`src/verilog/mbsync_params.svh`:
```
`ifndef MBSYNC_PARAMS_SVH
`define MBSYNC_PARAMS_SVH
`define MBSYNC_ADDR_W 4
`define MBSYNC_OFS_COMMAND 4'h0
`define MBSYNC_OFS_STATUS 4'h4
`define MBSYNC_OFS_RUN_CYCLES 4'h8
`define MBSYNC_CMD_RUN 32'h0000000A
`define MBSYNC_CMD_RUN_BLOCKING 32'h0000000B
`define MBSYNC_CMD_CLK_MASTER_STD 32'h00000064
`define MBSYNC_CMD_TRIG_LEADER 32'h00000065
`define MBSYNC_CMD_CLK_MASTER_STREAM 32'h00000066
`define MBSYNC_CMD_CLK_SLAVE_STD 32'h0000006E
`define MBSYNC_CMD_TRIG_FOLLOWER 32'h0000006F
`define MBSYNC_CMD_ARM_GROUP 32'h00000082
`define MBSYNC_ST_DONE_BIT 0
`define MBSYNC_ST_RUNNING_BIT 1
`define MBSYNC_ST_ARMED_BIT 2
`define MBSYNC_ST_ERR_BIT 3
`define MBSYNC_ST_CLK_LSB 4
`define MBSYNC_ST_TRIG_LSB 6
`define MBSYNC_ST_BLOCK_BIT 8
`define MBSYNC_RUN_CYCLES_RST 32'h00000010
`endif

```
`src/verilog/mbsync_pkg.sv`:
```
`default_nettype none
package mbsync_pkg;
  typedef enum logic [1:0] {
    MBSYNC_CLK_NONE = 2'b00,
    MBSYNC_CLK_MASTER_STD = 2'b01,
    MBSYNC_CLK_MASTER_STREAM = 2'b10,
    MBSYNC_CLK_SLAVE_STD = 2'b11
  } mbsync_clk_role_type;
  typedef enum logic [1:0] {
    MBSYNC_TRIG_NONE = 2'b00,
    MBSYNC_TRIG_LEADER = 2'b01,
    MBSYNC_TRIG_FOLLOWER = 2'b10
  } mbsync_trig_role_type;
  typedef enum logic [1:0] {
    MBSYNC_IDLE = 2'b00,
    MBSYNC_ARMED = 2'b01,
    MBSYNC_RUN = 2'b10
  } mbsync_state_type;
  typedef struct packed {
    logic arm;
    logic run;
  } mbsync_sync_bus_type;
endpackage
`default_nettype wire

```
`src/verilog/mbsync_ctrl.sv`:
```
// Our own choice: register access over Avalon-MM.
`timescale 1ns/100ps
`default_nettype none
`include "mbsync_params.svh"
module mbsync_ctrl (
  // Clock and reset
  input wire logic core_clk_i,
  input wire logic rst_n_i,
  // Avalon-MM slave
  input wire logic [`MBSYNC_ADDR_W-1:0] avs_address_i,
  input wire logic avs_read_i,
  input wire logic avs_write_i,
  input wire logic [31:0] avs_writedata_i,
  output logic [31:0] avs_readdata_o,
  output logic avs_waitrequest_o,
  // Synchronization bus
  input wire mbsync_pkg::mbsync_sync_bus_type sync_in_i,
  output mbsync_pkg::mbsync_sync_bus_type sync_out_o,
  input wire logic local_trigger_only_i,
  // Acquisition engine
  input wire logic meas_end_i,
  output logic acq_run_o
);
  import mbsync_pkg::*;

  mbsync_clk_role_type clk_role_q, clk_role_d;
  mbsync_trig_role_type trig_role_q, trig_role_d;
  mbsync_state_type state_q, state_d;
  logic done_q, done_d;
  logic err_q, err_d;
  logic blocking_q, blocking_d;
  logic block_pending_q, block_pending_d;
  logic [31:0] cmd_q, cmd_d;
  logic [31:0] run_cycles_q, run_cycles_d;
  logic [31:0] run_cnt_q, run_cnt_d;
  logic [31:0] rdata_q, rdata_d;
  logic ack_q, ack_d;
  mbsync_sync_bus_type sync_out_q, sync_out_d;
  logic [31:0] status_w;
  logic clk_master_w;
  logic wr_cmd_w;
  logic take_w;
  logic acq_run_q, acq_run_d;

  // A write answers at once; a blocking run is held until the board stops.
  assign clk_master_w = (clk_role_q == MBSYNC_CLK_MASTER_STD) || (clk_role_q == MBSYNC_CLK_MASTER_STREAM);
  // A held blocking start must not be decoded again each cycle, or it would restart the run.
  assign take_w = !ack_q && !block_pending_q;
  assign wr_cmd_w = avs_write_i && take_w && (avs_address_i == `MBSYNC_OFS_COMMAND);

  always_comb begin
    status_w = 32'h00000000;
    status_w[`MBSYNC_ST_DONE_BIT] = done_q;
    status_w[`MBSYNC_ST_RUNNING_BIT] = (state_q == MBSYNC_RUN);
    status_w[`MBSYNC_ST_ARMED_BIT] = (state_q == MBSYNC_ARMED);
    status_w[`MBSYNC_ST_ERR_BIT] = err_q;
    status_w[`MBSYNC_ST_CLK_LSB +: 2] = clk_role_q;
    status_w[`MBSYNC_ST_TRIG_LSB +: 2] = trig_role_q;
    status_w[`MBSYNC_ST_BLOCK_BIT] = blocking_q;
  end

  always_comb begin
    clk_role_d = clk_role_q;
    trig_role_d = trig_role_q;
    state_d = state_q;
    done_d = done_q;
    err_d = err_q;
    blocking_d = blocking_q;
    block_pending_d = block_pending_q;
    cmd_d = cmd_q;
    run_cycles_d = run_cycles_q;
    run_cnt_d = run_cnt_q;
    rdata_d = rdata_q;
    ack_d = 1'b0;
    sync_out_d = '0;
    // Arm from the bus if a peer master armed the group.
    if (sync_in_i.arm && (state_q == MBSYNC_IDLE)) begin
      state_d = MBSYNC_ARMED;
      done_d = 1'b0;
    end
    // Run state: count down, end on counter or external end.
    if (state_q == MBSYNC_RUN) begin
      run_cnt_d = run_cnt_q - 32'h00000001;
      if (meas_end_i || (run_cnt_q == 32'h00000001)) begin
        state_d = MBSYNC_IDLE;
        done_d = 1'b1;
        blocking_d = 1'b0;
      end
    end
    // A follower armed on the bus starts when a leader runs, unless local_trigger_only_i is set.
    if ((state_q == MBSYNC_ARMED) && sync_in_i.run && (trig_role_q == MBSYNC_TRIG_FOLLOWER)
        && !local_trigger_only_i) begin
      state_d = MBSYNC_RUN;
      run_cnt_d = run_cycles_q;
    end
    if (avs_write_i && take_w) begin
      if (avs_address_i == `MBSYNC_OFS_COMMAND) begin
        cmd_d = avs_writedata_i;
        if (avs_writedata_i == `MBSYNC_CMD_CLK_MASTER_STD) begin
          clk_role_d = MBSYNC_CLK_MASTER_STD;
        end else if (avs_writedata_i == `MBSYNC_CMD_CLK_MASTER_STREAM) begin
          clk_role_d = MBSYNC_CLK_MASTER_STREAM;
        end else if (avs_writedata_i == `MBSYNC_CMD_CLK_SLAVE_STD) begin
          clk_role_d = MBSYNC_CLK_SLAVE_STD;
        end else if (avs_writedata_i == `MBSYNC_CMD_TRIG_LEADER) begin
          trig_role_d = MBSYNC_TRIG_LEADER;
        end else if (avs_writedata_i == `MBSYNC_CMD_TRIG_FOLLOWER) begin
          trig_role_d = MBSYNC_TRIG_FOLLOWER;
        end else if (avs_writedata_i == `MBSYNC_CMD_ARM_GROUP) begin
          // Arming on a non-master would split the group, so it is refused.
          if (clk_master_w && (state_q == MBSYNC_IDLE)) begin
            state_d = MBSYNC_ARMED;
            done_d = 1'b0;
            sync_out_d.arm = 1'b1;
          end else begin
            err_d = 1'b1;
          end
        end else if ((avs_writedata_i == `MBSYNC_CMD_RUN) || (avs_writedata_i == `MBSYNC_CMD_RUN_BLOCKING)) begin
          // A start without arming still runs, but alone.
          if (state_q != MBSYNC_RUN) begin
            state_d = MBSYNC_RUN;
            run_cnt_d = run_cycles_q;
            done_d = 1'b0;
            blocking_d = (avs_writedata_i == `MBSYNC_CMD_RUN_BLOCKING);
            block_pending_d = (avs_writedata_i == `MBSYNC_CMD_RUN_BLOCKING);
            if (trig_role_q == MBSYNC_TRIG_LEADER) begin
              sync_out_d.run = 1'b1;
            end
          end else begin
            err_d = 1'b1;
          end
        end else begin
          err_d = 1'b1;
        end
      end else if (avs_address_i == `MBSYNC_OFS_STATUS) begin
        err_d = 1'b0;
      end else if (avs_address_i == `MBSYNC_OFS_RUN_CYCLES) begin
        run_cycles_d = (avs_writedata_i == 32'h00000000) ? 32'h00000001 : avs_writedata_i;
      end
      // A refused blocking start is answered at once like any other refusal.
      if (!block_pending_d) begin
        ack_d = 1'b1;
      end
    end else if (avs_read_i && take_w) begin
      if (avs_address_i == `MBSYNC_OFS_COMMAND) begin
        rdata_d = cmd_q;
      end else if (avs_address_i == `MBSYNC_OFS_STATUS) begin
        rdata_d = status_w;
      end else if (avs_address_i == `MBSYNC_OFS_RUN_CYCLES) begin
        rdata_d = run_cycles_q;
      end else begin
        rdata_d = 32'h00000000;
      end
      ack_d = 1'b1;
    end
    // A blocking start is acknowledged once the board has stopped.
    if (block_pending_q && (state_q != MBSYNC_RUN)) begin
      block_pending_d = 1'b0;
      ack_d = 1'b1;
    end
    acq_run_d = (state_d == MBSYNC_RUN);
  end

  always_ff @(posedge core_clk_i or negedge rst_n_i) begin
    if (!rst_n_i) begin
      clk_role_q <= MBSYNC_CLK_NONE;
      trig_role_q <= MBSYNC_TRIG_NONE;
      state_q <= MBSYNC_IDLE;
      done_q <= 1'b0;
      err_q <= 1'b0;
      blocking_q <= 1'b0;
      block_pending_q <= 1'b0;
      cmd_q <= 32'h00000000;
      run_cycles_q <= `MBSYNC_RUN_CYCLES_RST;
      run_cnt_q <= 32'h00000000;
      rdata_q <= 32'h00000000;
      ack_q <= 1'b0;
      sync_out_q <= '0;
      acq_run_q <= 1'b0;
    end else begin
      clk_role_q <= clk_role_d;
      trig_role_q <= trig_role_d;
      state_q <= state_d;
      done_q <= done_d;
      err_q <= err_d;
      blocking_q <= blocking_d;
      block_pending_q <= block_pending_d;
      cmd_q <= cmd_d;
      run_cycles_q <= run_cycles_d;
      run_cnt_q <= run_cnt_d;
      rdata_q <= rdata_d;
      ack_q <= ack_d;
      sync_out_q <= sync_out_d;
      acq_run_q <= acq_run_d;
    end
  end

  // Waitrequest stays high until the acknowledge flop rises.
  always_ff @(posedge core_clk_i or negedge rst_n_i) begin
    if (!rst_n_i) begin
      avs_waitrequest_o <= 1'b1;
    end else begin
      avs_waitrequest_o <= !ack_d;
    end
  end

  assign avs_readdata_o = rdata_q;
  assign sync_out_o = sync_out_q;
  assign acq_run_o = acq_run_q;

  property p_master_std;
    @(posedge core_clk_i) disable iff (!rst_n_i)
    wr_cmd_w && (avs_writedata_i == `MBSYNC_CMD_CLK_MASTER_STD) |=> (clk_role_q == MBSYNC_CLK_MASTER_STD);
  endproperty
  a_master_std: assert property (p_master_std) else $error("Clock master command not taken.");

  property p_slave_std;
    @(posedge core_clk_i) disable iff (!rst_n_i)
    wr_cmd_w && (avs_writedata_i == `MBSYNC_CMD_CLK_SLAVE_STD) |=> (clk_role_q == MBSYNC_CLK_SLAVE_STD);
  endproperty
  a_slave_std: assert property (p_slave_std) else $error("Clock slave command not taken.");

  property p_master_stream;
    @(posedge core_clk_i) disable iff (!rst_n_i)
    wr_cmd_w && (avs_writedata_i == `MBSYNC_CMD_CLK_MASTER_STREAM) |=> (clk_role_q == MBSYNC_CLK_MASTER_STREAM);
  endproperty
  a_master_stream: assert property (p_master_stream) else $error("Stream master command not taken.");

  property p_arm;
    @(posedge core_clk_i) disable iff (!rst_n_i)
    wr_cmd_w && (avs_writedata_i == `MBSYNC_CMD_ARM_GROUP) && clk_master_w && (state_q == MBSYNC_IDLE)
      |=> (state_q == MBSYNC_ARMED) && sync_out_o.arm;
  endproperty
  a_arm: assert property (p_arm) else $error("Arm did not reach the bus.");

  property p_run;
    @(posedge core_clk_i) disable iff (!rst_n_i)
    wr_cmd_w && (avs_writedata_i == `MBSYNC_CMD_RUN) && (state_q != MBSYNC_RUN) |=> acq_run_o && !avs_waitrequest_o;
  endproperty
  a_run: assert property (p_run) else $error("Start command not taken.");

  property p_block;
    @(posedge core_clk_i) disable iff (!rst_n_i)
    block_pending_q && acq_run_o |-> avs_waitrequest_o;
  endproperty
  a_block: assert property (p_block) else $error("Blocking start completed early.");

  property p_done;
    @(posedge core_clk_i) disable iff (!rst_n_i)
    acq_run_o && meas_end_i |=> done_q && !acq_run_o;
  endproperty
  a_done: assert property (p_done) else $error("Done not raised at end.");

  property p_leader;
    @(posedge core_clk_i) disable iff (!rst_n_i)
    wr_cmd_w && (avs_writedata_i == `MBSYNC_CMD_TRIG_LEADER) |=> (trig_role_q == MBSYNC_TRIG_LEADER);
  endproperty
  a_leader: assert property (p_leader) else $error("Trigger leader not taken.");

  property p_follower;
    @(posedge core_clk_i) disable iff (!rst_n_i)
    wr_cmd_w && (avs_writedata_i == `MBSYNC_CMD_TRIG_FOLLOWER) |=> (trig_role_q == MBSYNC_TRIG_FOLLOWER);
  endproperty
  a_follower: assert property (p_follower) else $error("Trigger follower not taken.");

  property p_arm_refused;
    @(posedge core_clk_i) disable iff (!rst_n_i)
    wr_cmd_w && (avs_writedata_i == `MBSYNC_CMD_ARM_GROUP) && !clk_master_w |=> err_q && !sync_out_o.arm;
  endproperty
  a_arm_refused: assert property (p_arm_refused) else $error("Arm on a non-master not refused.");

  property p_block_ack;
    @(posedge core_clk_i) disable iff (!rst_n_i)
    block_pending_q && !acq_run_o |=> !avs_waitrequest_o;
  endproperty
  a_block_ack: assert property (p_block_ack) else $error("Blocking start not answered after stop.");

  property p_follow_start;
    @(posedge core_clk_i) disable iff (!rst_n_i)
    (state_q == MBSYNC_ARMED) && sync_in_i.run && (trig_role_q == MBSYNC_TRIG_FOLLOWER) && !local_trigger_only_i
      |=> acq_run_o;
  endproperty
  a_follow_start: assert property (p_follow_start) else $error("Armed follower did not start.");

  property p_local_only;
    @(posedge core_clk_i) disable iff (!rst_n_i)
    (state_q == MBSYNC_ARMED) && sync_in_i.run && local_trigger_only_i && !wr_cmd_w |=> !acq_run_o;
  endproperty
  a_local_only: assert property (p_local_only) else $error("Local-only board followed the bus.");
endmodule
`default_nettype wire

```
`config.mk`:
```
export PLATFORM = sky130hd
export DESIGN_NAME = mbsync_ctrl
export DESIGN_NICKNAME = d
export VERILOG_FILES = /design/src/verilog/mbsync_pkg.sv /design/src/verilog/mbsync_ctrl.sv
export VERILOG_INCLUDE_DIRS = /design/src /design/src/verilog
export SDC_FILE = /design/constraint.sdc
export NUM_CORES = 1
export LEC_CHECK = 0
export BUFFER_PORTS_ARGS = -buffer_cell sky130_fd_sc_hd__buf_2
export CORE_UTILIZATION = 58
export DETAILED_ROUTE_END_ITERATION = 7
export GPL_ROUTABILITY_DRIVEN = 0
export PLACE_DENSITY = 0.79
export REMOVE_ABC_BUFFERS = 1
export SLEW_MARGIN = 10
export SYNTH_ARGS = -nofsm -noshare
export SYNTH_HDL_FRONTEND = slang
export SYNTH_SLANG_ARGS = --single-unit
```
`constraint.sdc`:
```
create_clock -name core_clk_i -period 2.85 [get_ports core_clk_i]
set_clock_uncertainty 0.05 [all_clocks]
set_input_delay 0.57 -clock core_clk_i [delete_from_list [all_inputs] [get_ports core_clk_i]]
set_output_delay 0.57 -clock core_clk_i [all_outputs]
set_load 0.01 [all_outputs]
```
Word-level counts from Yosys, hierarchy flattened
Cells that the tools add are included.
- bits in registers: 143
- bits in latches: 0
- memory bits (writable): 0
- ROM bits: 0
- output and inout port bits: 36
- word-level logic and storage cells: 180
- memories: 0
- add/subtract/negate cells: 1
- multiply operators: 0
- divide/modulo/power cells: 0
- $lt $le $gt $ge: 0
- equal/unequal tests: 26
- shift-type cells: 0
- multiplexer cells: 102
- bitwise operators: 6
- reductions and logical operators: 29
- operators with widths (operator ; number):
    32-bit 2-to-1 mux ; 16
    32-bit by 7-bit == test with 1-bit output (second input constant) ; 5
    32-bit by 4-bit == test with 1-bit output (second input constant) ; 2
    1-bit 2-to-1 mux ; 59
    2-bit 2-to-1 mux ; 27
    32-bit by 1-bit == test with 1-bit output (second input constant) ; 1
    32-bit by 8-bit == test with 1-bit output (second input constant) ; 1
    32-bit zero test ; 1
    32-bit by 1-bit subtractor with 32-bit output (second input constant) ; 1
    2-bit != test (second input constant) ; 6
    1-bit logical AND ; 9
    9-bit AND reduction ; 1
    2-bit == test (second input constant) ; 4
    2-bit by 1-bit == test with 1-bit output (second input constant) ; 3
    1-bit inverter ; 6
    6-bit AND reduction ; 1
    2-bit nonzero test ; 3
    4-bit by 3-bit == test with 1-bit output (second input constant) ; 1
    4-bit == test (second input constant) ; 1
    1-bit zero test ; 4
    4-bit zero test ; 1
    4-bit != test (second input constant) ; 1
    2-bit AND reduction ; 2
    4-bit AND reduction ; 1
    5 further kinds ; 7

Longest topological paths before layout
- word-level depth: 17
- mapped depth: 8
- gate-level depth less buffers: 7

Least setup slack after synthesis
No wires, ideal clock.
- path kind: in2reg
- start: in avs_writedata_i[2]
- end: reg run_cnt_q[10]
- arrival: 2.274 ns
- data required time: 2.675 ns
- setup slack: 0.401 ns
- cell stages on the path: 6
- cells stage by stage: or4_4 nor4_4 and4_1 nor2_1 buf_6 mux2_2
- word-level cells in the longest chain between the ends: 11
- elaborated cells between the ends (all ways): 18
- those cells by class: eq/ne: 8; mux: 9; reduce/logical: 1
- RTL lines (item ; RTL line ; source):
    start, declared ; mbsync_ctrl.sv:13 ; input wire logic [31:0] avs_writedata_i,
    32-bit by 4-bit == test with 1-bit output (no source line) ; - ;
    1-bit logical OR ; mbsync_ctrl.sv:118 ; end else if ((avs_writedata_i == `MBSYNC_CMD_RUN) || (avs_writedata_i == `MBSYNC_CMD_RUN_BLOCKING)) begin
    32-bit 2-to-1 mux ; mbsync_ctrl.sv:118 ;
    32-bit 2-to-1 mux ; mbsync_ctrl.sv:109 ; end else if (avs_writedata_i == `MBSYNC_CMD_ARM_GROUP) begin
    32-bit 2-to-1 mux ; mbsync_ctrl.sv:107 ; end else if (avs_writedata_i == `MBSYNC_CMD_TRIG_FOLLOWER) begin
    32-bit 2-to-1 mux ; mbsync_ctrl.sv:105 ; end else if (avs_writedata_i == `MBSYNC_CMD_TRIG_LEADER) begin
    32-bit 2-to-1 mux ; mbsync_ctrl.sv:103 ; end else if (avs_writedata_i == `MBSYNC_CMD_CLK_SLAVE_STD) begin
    32-bit 2-to-1 mux ; mbsync_ctrl.sv:101 ; end else if (avs_writedata_i == `MBSYNC_CMD_CLK_MASTER_STREAM) begin
    32-bit 2-to-1 mux (*) ; mbsync_ctrl.sv:99 ; if (avs_writedata_i == `MBSYNC_CMD_CLK_MASTER_STD) begin
    32-bit 2-to-1 mux (*) ; mbsync_ctrl.sv:97 ; if (avs_address_i == `MBSYNC_OFS_COMMAND) begin
    32-bit 2-to-1 mux (*) ; mbsync_ctrl.sv:96 ; if (avs_write_i && take_w) begin
    named net run_cnt_d[10] ; mbsync_ctrl.sv:35 ; logic [31:0] run_cnt_q, run_cnt_d;
    end signal, assigned ; mbsync_ctrl.sv:190 ; run_cnt_q <= run_cnt_d;
    end, declared ; mbsync_ctrl.sv:35 ;
Mark *: on every way through the listed nets, which the timed path passes. The rest lies on a longest branch.
A chain may end at the register's enable or synchronous reset.

Worst setup path after layout
- start: reg state_q[1]
- end: reg run_cnt_q[5]
- word-level cells in the longest chain between the ends: 15
- elaborated cells between the ends (all ways): 18
- those cells by class: eq/ne: 3; mux: 12; reduce/logical: 3
- RTL lines (item ; RTL line ; source):
    start, declared ; mbsync_ctrl.sv:28 ; mbsync_state_type state_q, state_d;
    start signal, assigned ; mbsync_ctrl.sv:183 ; state_q <= state_d;
    2-bit by 1-bit == test with 1-bit output ; mbsync_ctrl.sv:91 ; if ((state_q == MBSYNC_ARMED) && sync_in_i.run && (trig_role_q == MBSYNC_TRIG_FOLLOWER)
    1-bit logical AND (2 in a row) ; mbsync_ctrl.sv:91 ;
    1-bit logical AND ; mbsync_ctrl.sv:92 ; && !local_trigger_only_i) begin
    32-bit 2-to-1 mux ; mbsync_ctrl.sv:91 ;
    32-bit 2-to-1 mux ; mbsync_ctrl.sv:120 ; if (state_q != MBSYNC_RUN) begin
    32-bit 2-to-1 mux ; mbsync_ctrl.sv:118 ;
    32-bit 2-to-1 mux ; mbsync_ctrl.sv:109 ;
    32-bit 2-to-1 mux ; mbsync_ctrl.sv:107 ;
    32-bit 2-to-1 mux ; mbsync_ctrl.sv:105 ;
    32-bit 2-to-1 mux ; mbsync_ctrl.sv:103 ;
    32-bit 2-to-1 mux ; mbsync_ctrl.sv:101 ;
    32-bit 2-to-1 mux ; mbsync_ctrl.sv:99 ;
    32-bit 2-to-1 mux ; mbsync_ctrl.sv:97 ;
    32-bit 2-to-1 mux (*) ; mbsync_ctrl.sv:96 ;
    named net run_cnt_d[5] ; mbsync_ctrl.sv:35 ;
Marked as above.

==> flow_summary.ini <==
[worst_hold_path]
hold_class = in2reg

[timing]
final-setup-viol-count = 0
timing.slew.headroom_pct = 23.55
worst_pin_slew_ps = 1146
slew_violations = 0
rsz0062_at_grt = false
whs_ps = 314.6
final.setup.worst_slack_ps = 247.3
min_period_ps = 2603
fin_crit_sh_pct = 91.32
fmax_ghz = 0.3842
finalHoldViolations = 0

[finish]
nFillCells = 826
final_nets = 811
layout-drive-gt1-share_pct = 24.97
final_core_util_pct = 71.27
syn_to_final_growth_pct = 19.95
diodes = 0

[cts]
path_clk_slew_ps = 60
cts_tree = done
cts-buffers-inserted = 17
cts.path.max_buffers = 2
cts.sinks = 143
clock_latency_ps = 430
cts_root_buffer = clkbuf_16
cts_max_level = 4
cts_resized = 0

[job]
max_cap_viol_count = 0

[floorplanning]
initial_core_util_pct = 59.41
die_x_um = 109.9
rows = 39
dieHeight_um = 109.9
core-area_sq_um = 11370
ios = 80
die-area_sq_um = 12080

[global_route]
grt.total_usage_pct = 30.80
grt_max_degree = 59
grt_pass1_vias = 5469
grt_pass1_wl_mm = 27.57
grt_antenna_before_repair = 0
grt.overflow.total = 0

[synthesis]
synthTopCellsByCount = dfrtp_1 (141), nand2_1 (120), nor2_1 (66), a21oi_1 (55), mux2_2 (40)
synth_edf_count = 0
async_flop_share_pct = 100.0
avgSynthCellArea_sq_um = 10.02
syn_area_sq_um = 6755
synth_top_area_share_pct = 52.23
netlist-cell-type-count = 53
syn-instance-count = 674
synth-seq-cells = 143
seq_area_frac_synth_pct = 53.01
yosys_warnings = 0
synth_top_flop_cell = dfrtp_1
yosys-top-cells-area = dfrtp_1 (52%), mux2_2 (6.7%), nand2_1 (6.7%)
synthMostInstantiatedCell = dfrtp_1
synth_top_area_cell = dfrtp_1

[power]
peakVddDrop_v = 0.0005563
leakagePower_nw = 3.728
power_density_nw_per_um2 = 865.2

[worst_setup_path]
critPathCaptureType = register
start_kind = register
cp.arrival_ps = 2870
required_ps = 3120
cp_max_fo = 25
crit_type = reg2reg

[route]
drt_first_pass_iters = 6
drtAntennaViolNets = 0
vias = 5618
wirelength_mm = 17.18
avgRoutedWirePerCell_um = 18.67
drt_iter0_drc = 491
drc = 0
via_per_inst = 6.107

[placement]
place_ws_ps = 73.54
place_hpwl_mm = 11.45
io_buffers = 79

[outcome]
status = complete, no violations
[area by class of cell]
type,instances,area (sq um),area share (%)
Sequential cell,143,3581,44.19
Multi-Input combinational cell,485,3013,37.18
Timing Repair Buffer,108,634.4,7.829
Clock buffer,19,442.9,5.466
Clock inverter,12,215.2,2.656
Tap cell,143,178.9,2.208
Inverter,10,37.54,0.4632
[layout by cell type, fill, tap and decap left out, drive strengths merged, types with 7 or more instances in the layout]
master	n
a21oi	55
a221oi	24
buf	107
clkbuf	19
dfrtp	141
inv	10
mux2	41
mux2i	11
nand2	120
nand3	9
nor2	66
nor3	17
nor4	19
o21ai	14
or3	7
or4	9
xnor2	25
[metrics by stage]
| step | std cells | power (mW) | cell area (sq um) | setup TNS (ps) |
|---|---|---|---|---|
| finish | 920 | 7.011 | 8103 | 0 |
| global route | 920 | 7.345 | 8103 | 0 |
| CTS | 920 | 7.007 | 8103 | 0 |
| detailed placement | 888 | 4.499 | 7435 | 0 |
| global placement | 888 | 4.411 | 7435 | 0 |
| floorplan | 638 | 3.939 | 6608 | -107990 |
[registers in the layout (all words and copies together) (netlist names), 2 cells and up]
name and cells:
avs_readdata_o 32, cmd_q 32, run_cnt_q 32, run_cycles_q 32
clk_role_q 2, state_q 2, sync_out_o 2, trig_role_q 2
[repair_timing]
action,CTS,global route
buffers inserted,0,0
hold buffers,1,0
endpoints found under the hold margin,30,0
[power by group]
group          internal [mW]  leakage (nW)  switching (mW)
clock network           1.65         0.319           0.849
registers               2.58          1.77           0.498
logic                  0.706          1.64           0.728
total                   4.94          3.73            2.07
[kinds of logic (layout without fill, tap and decap cells)]
kind of cell    after synthesis  after routing  synth area share (%)
compound gates              116            116                 11.09
xor+xnor                     27             27                 3.501
fa+ha+maj                     2              2                0.3704
buf+inv                      46            149                 2.741
flops                       143            143                 53.01
mux                          52             52                 8.520
simple gates                288            288                 20.76
[worst max-delay path, stage by stage, from the launching register on]
cell     delay (ps)
dfrtp_1         510
nor2b_1         300
nor4_4           80
and4_1          240
nor2_2          870
mux2_2          430
[metal layers]
metal  track usage [%]  up-vias  wire length [um]
li1                  -     2572                 -
met1             40.60     2772              7224
met2             48.84      242              8298
met3             8.832       32              1307
met4             10.48        0               345
met5                 0        -                 0
[worst paths after layout]
check,depth (start not counted),slack [ps],from,to
hold reg to reg,2,420,cmd_q[25],cmd_q[25]
setup / recovery,5,250,state_q[1],run_cnt_q[5]
min in group asynchronous,2,540,rst_n_i,avs_readdata_o[24]
hold / removal,3,310,avs_writedata_i[17],cmd_q[17]
setup reg to reg,5,250,state_q[1],run_cnt_q[5]
max in group asynchronous,3,1550,rst_n_i,avs_readdata_o[6]
No activity file was read; power rests on OpenSTA's default activity.
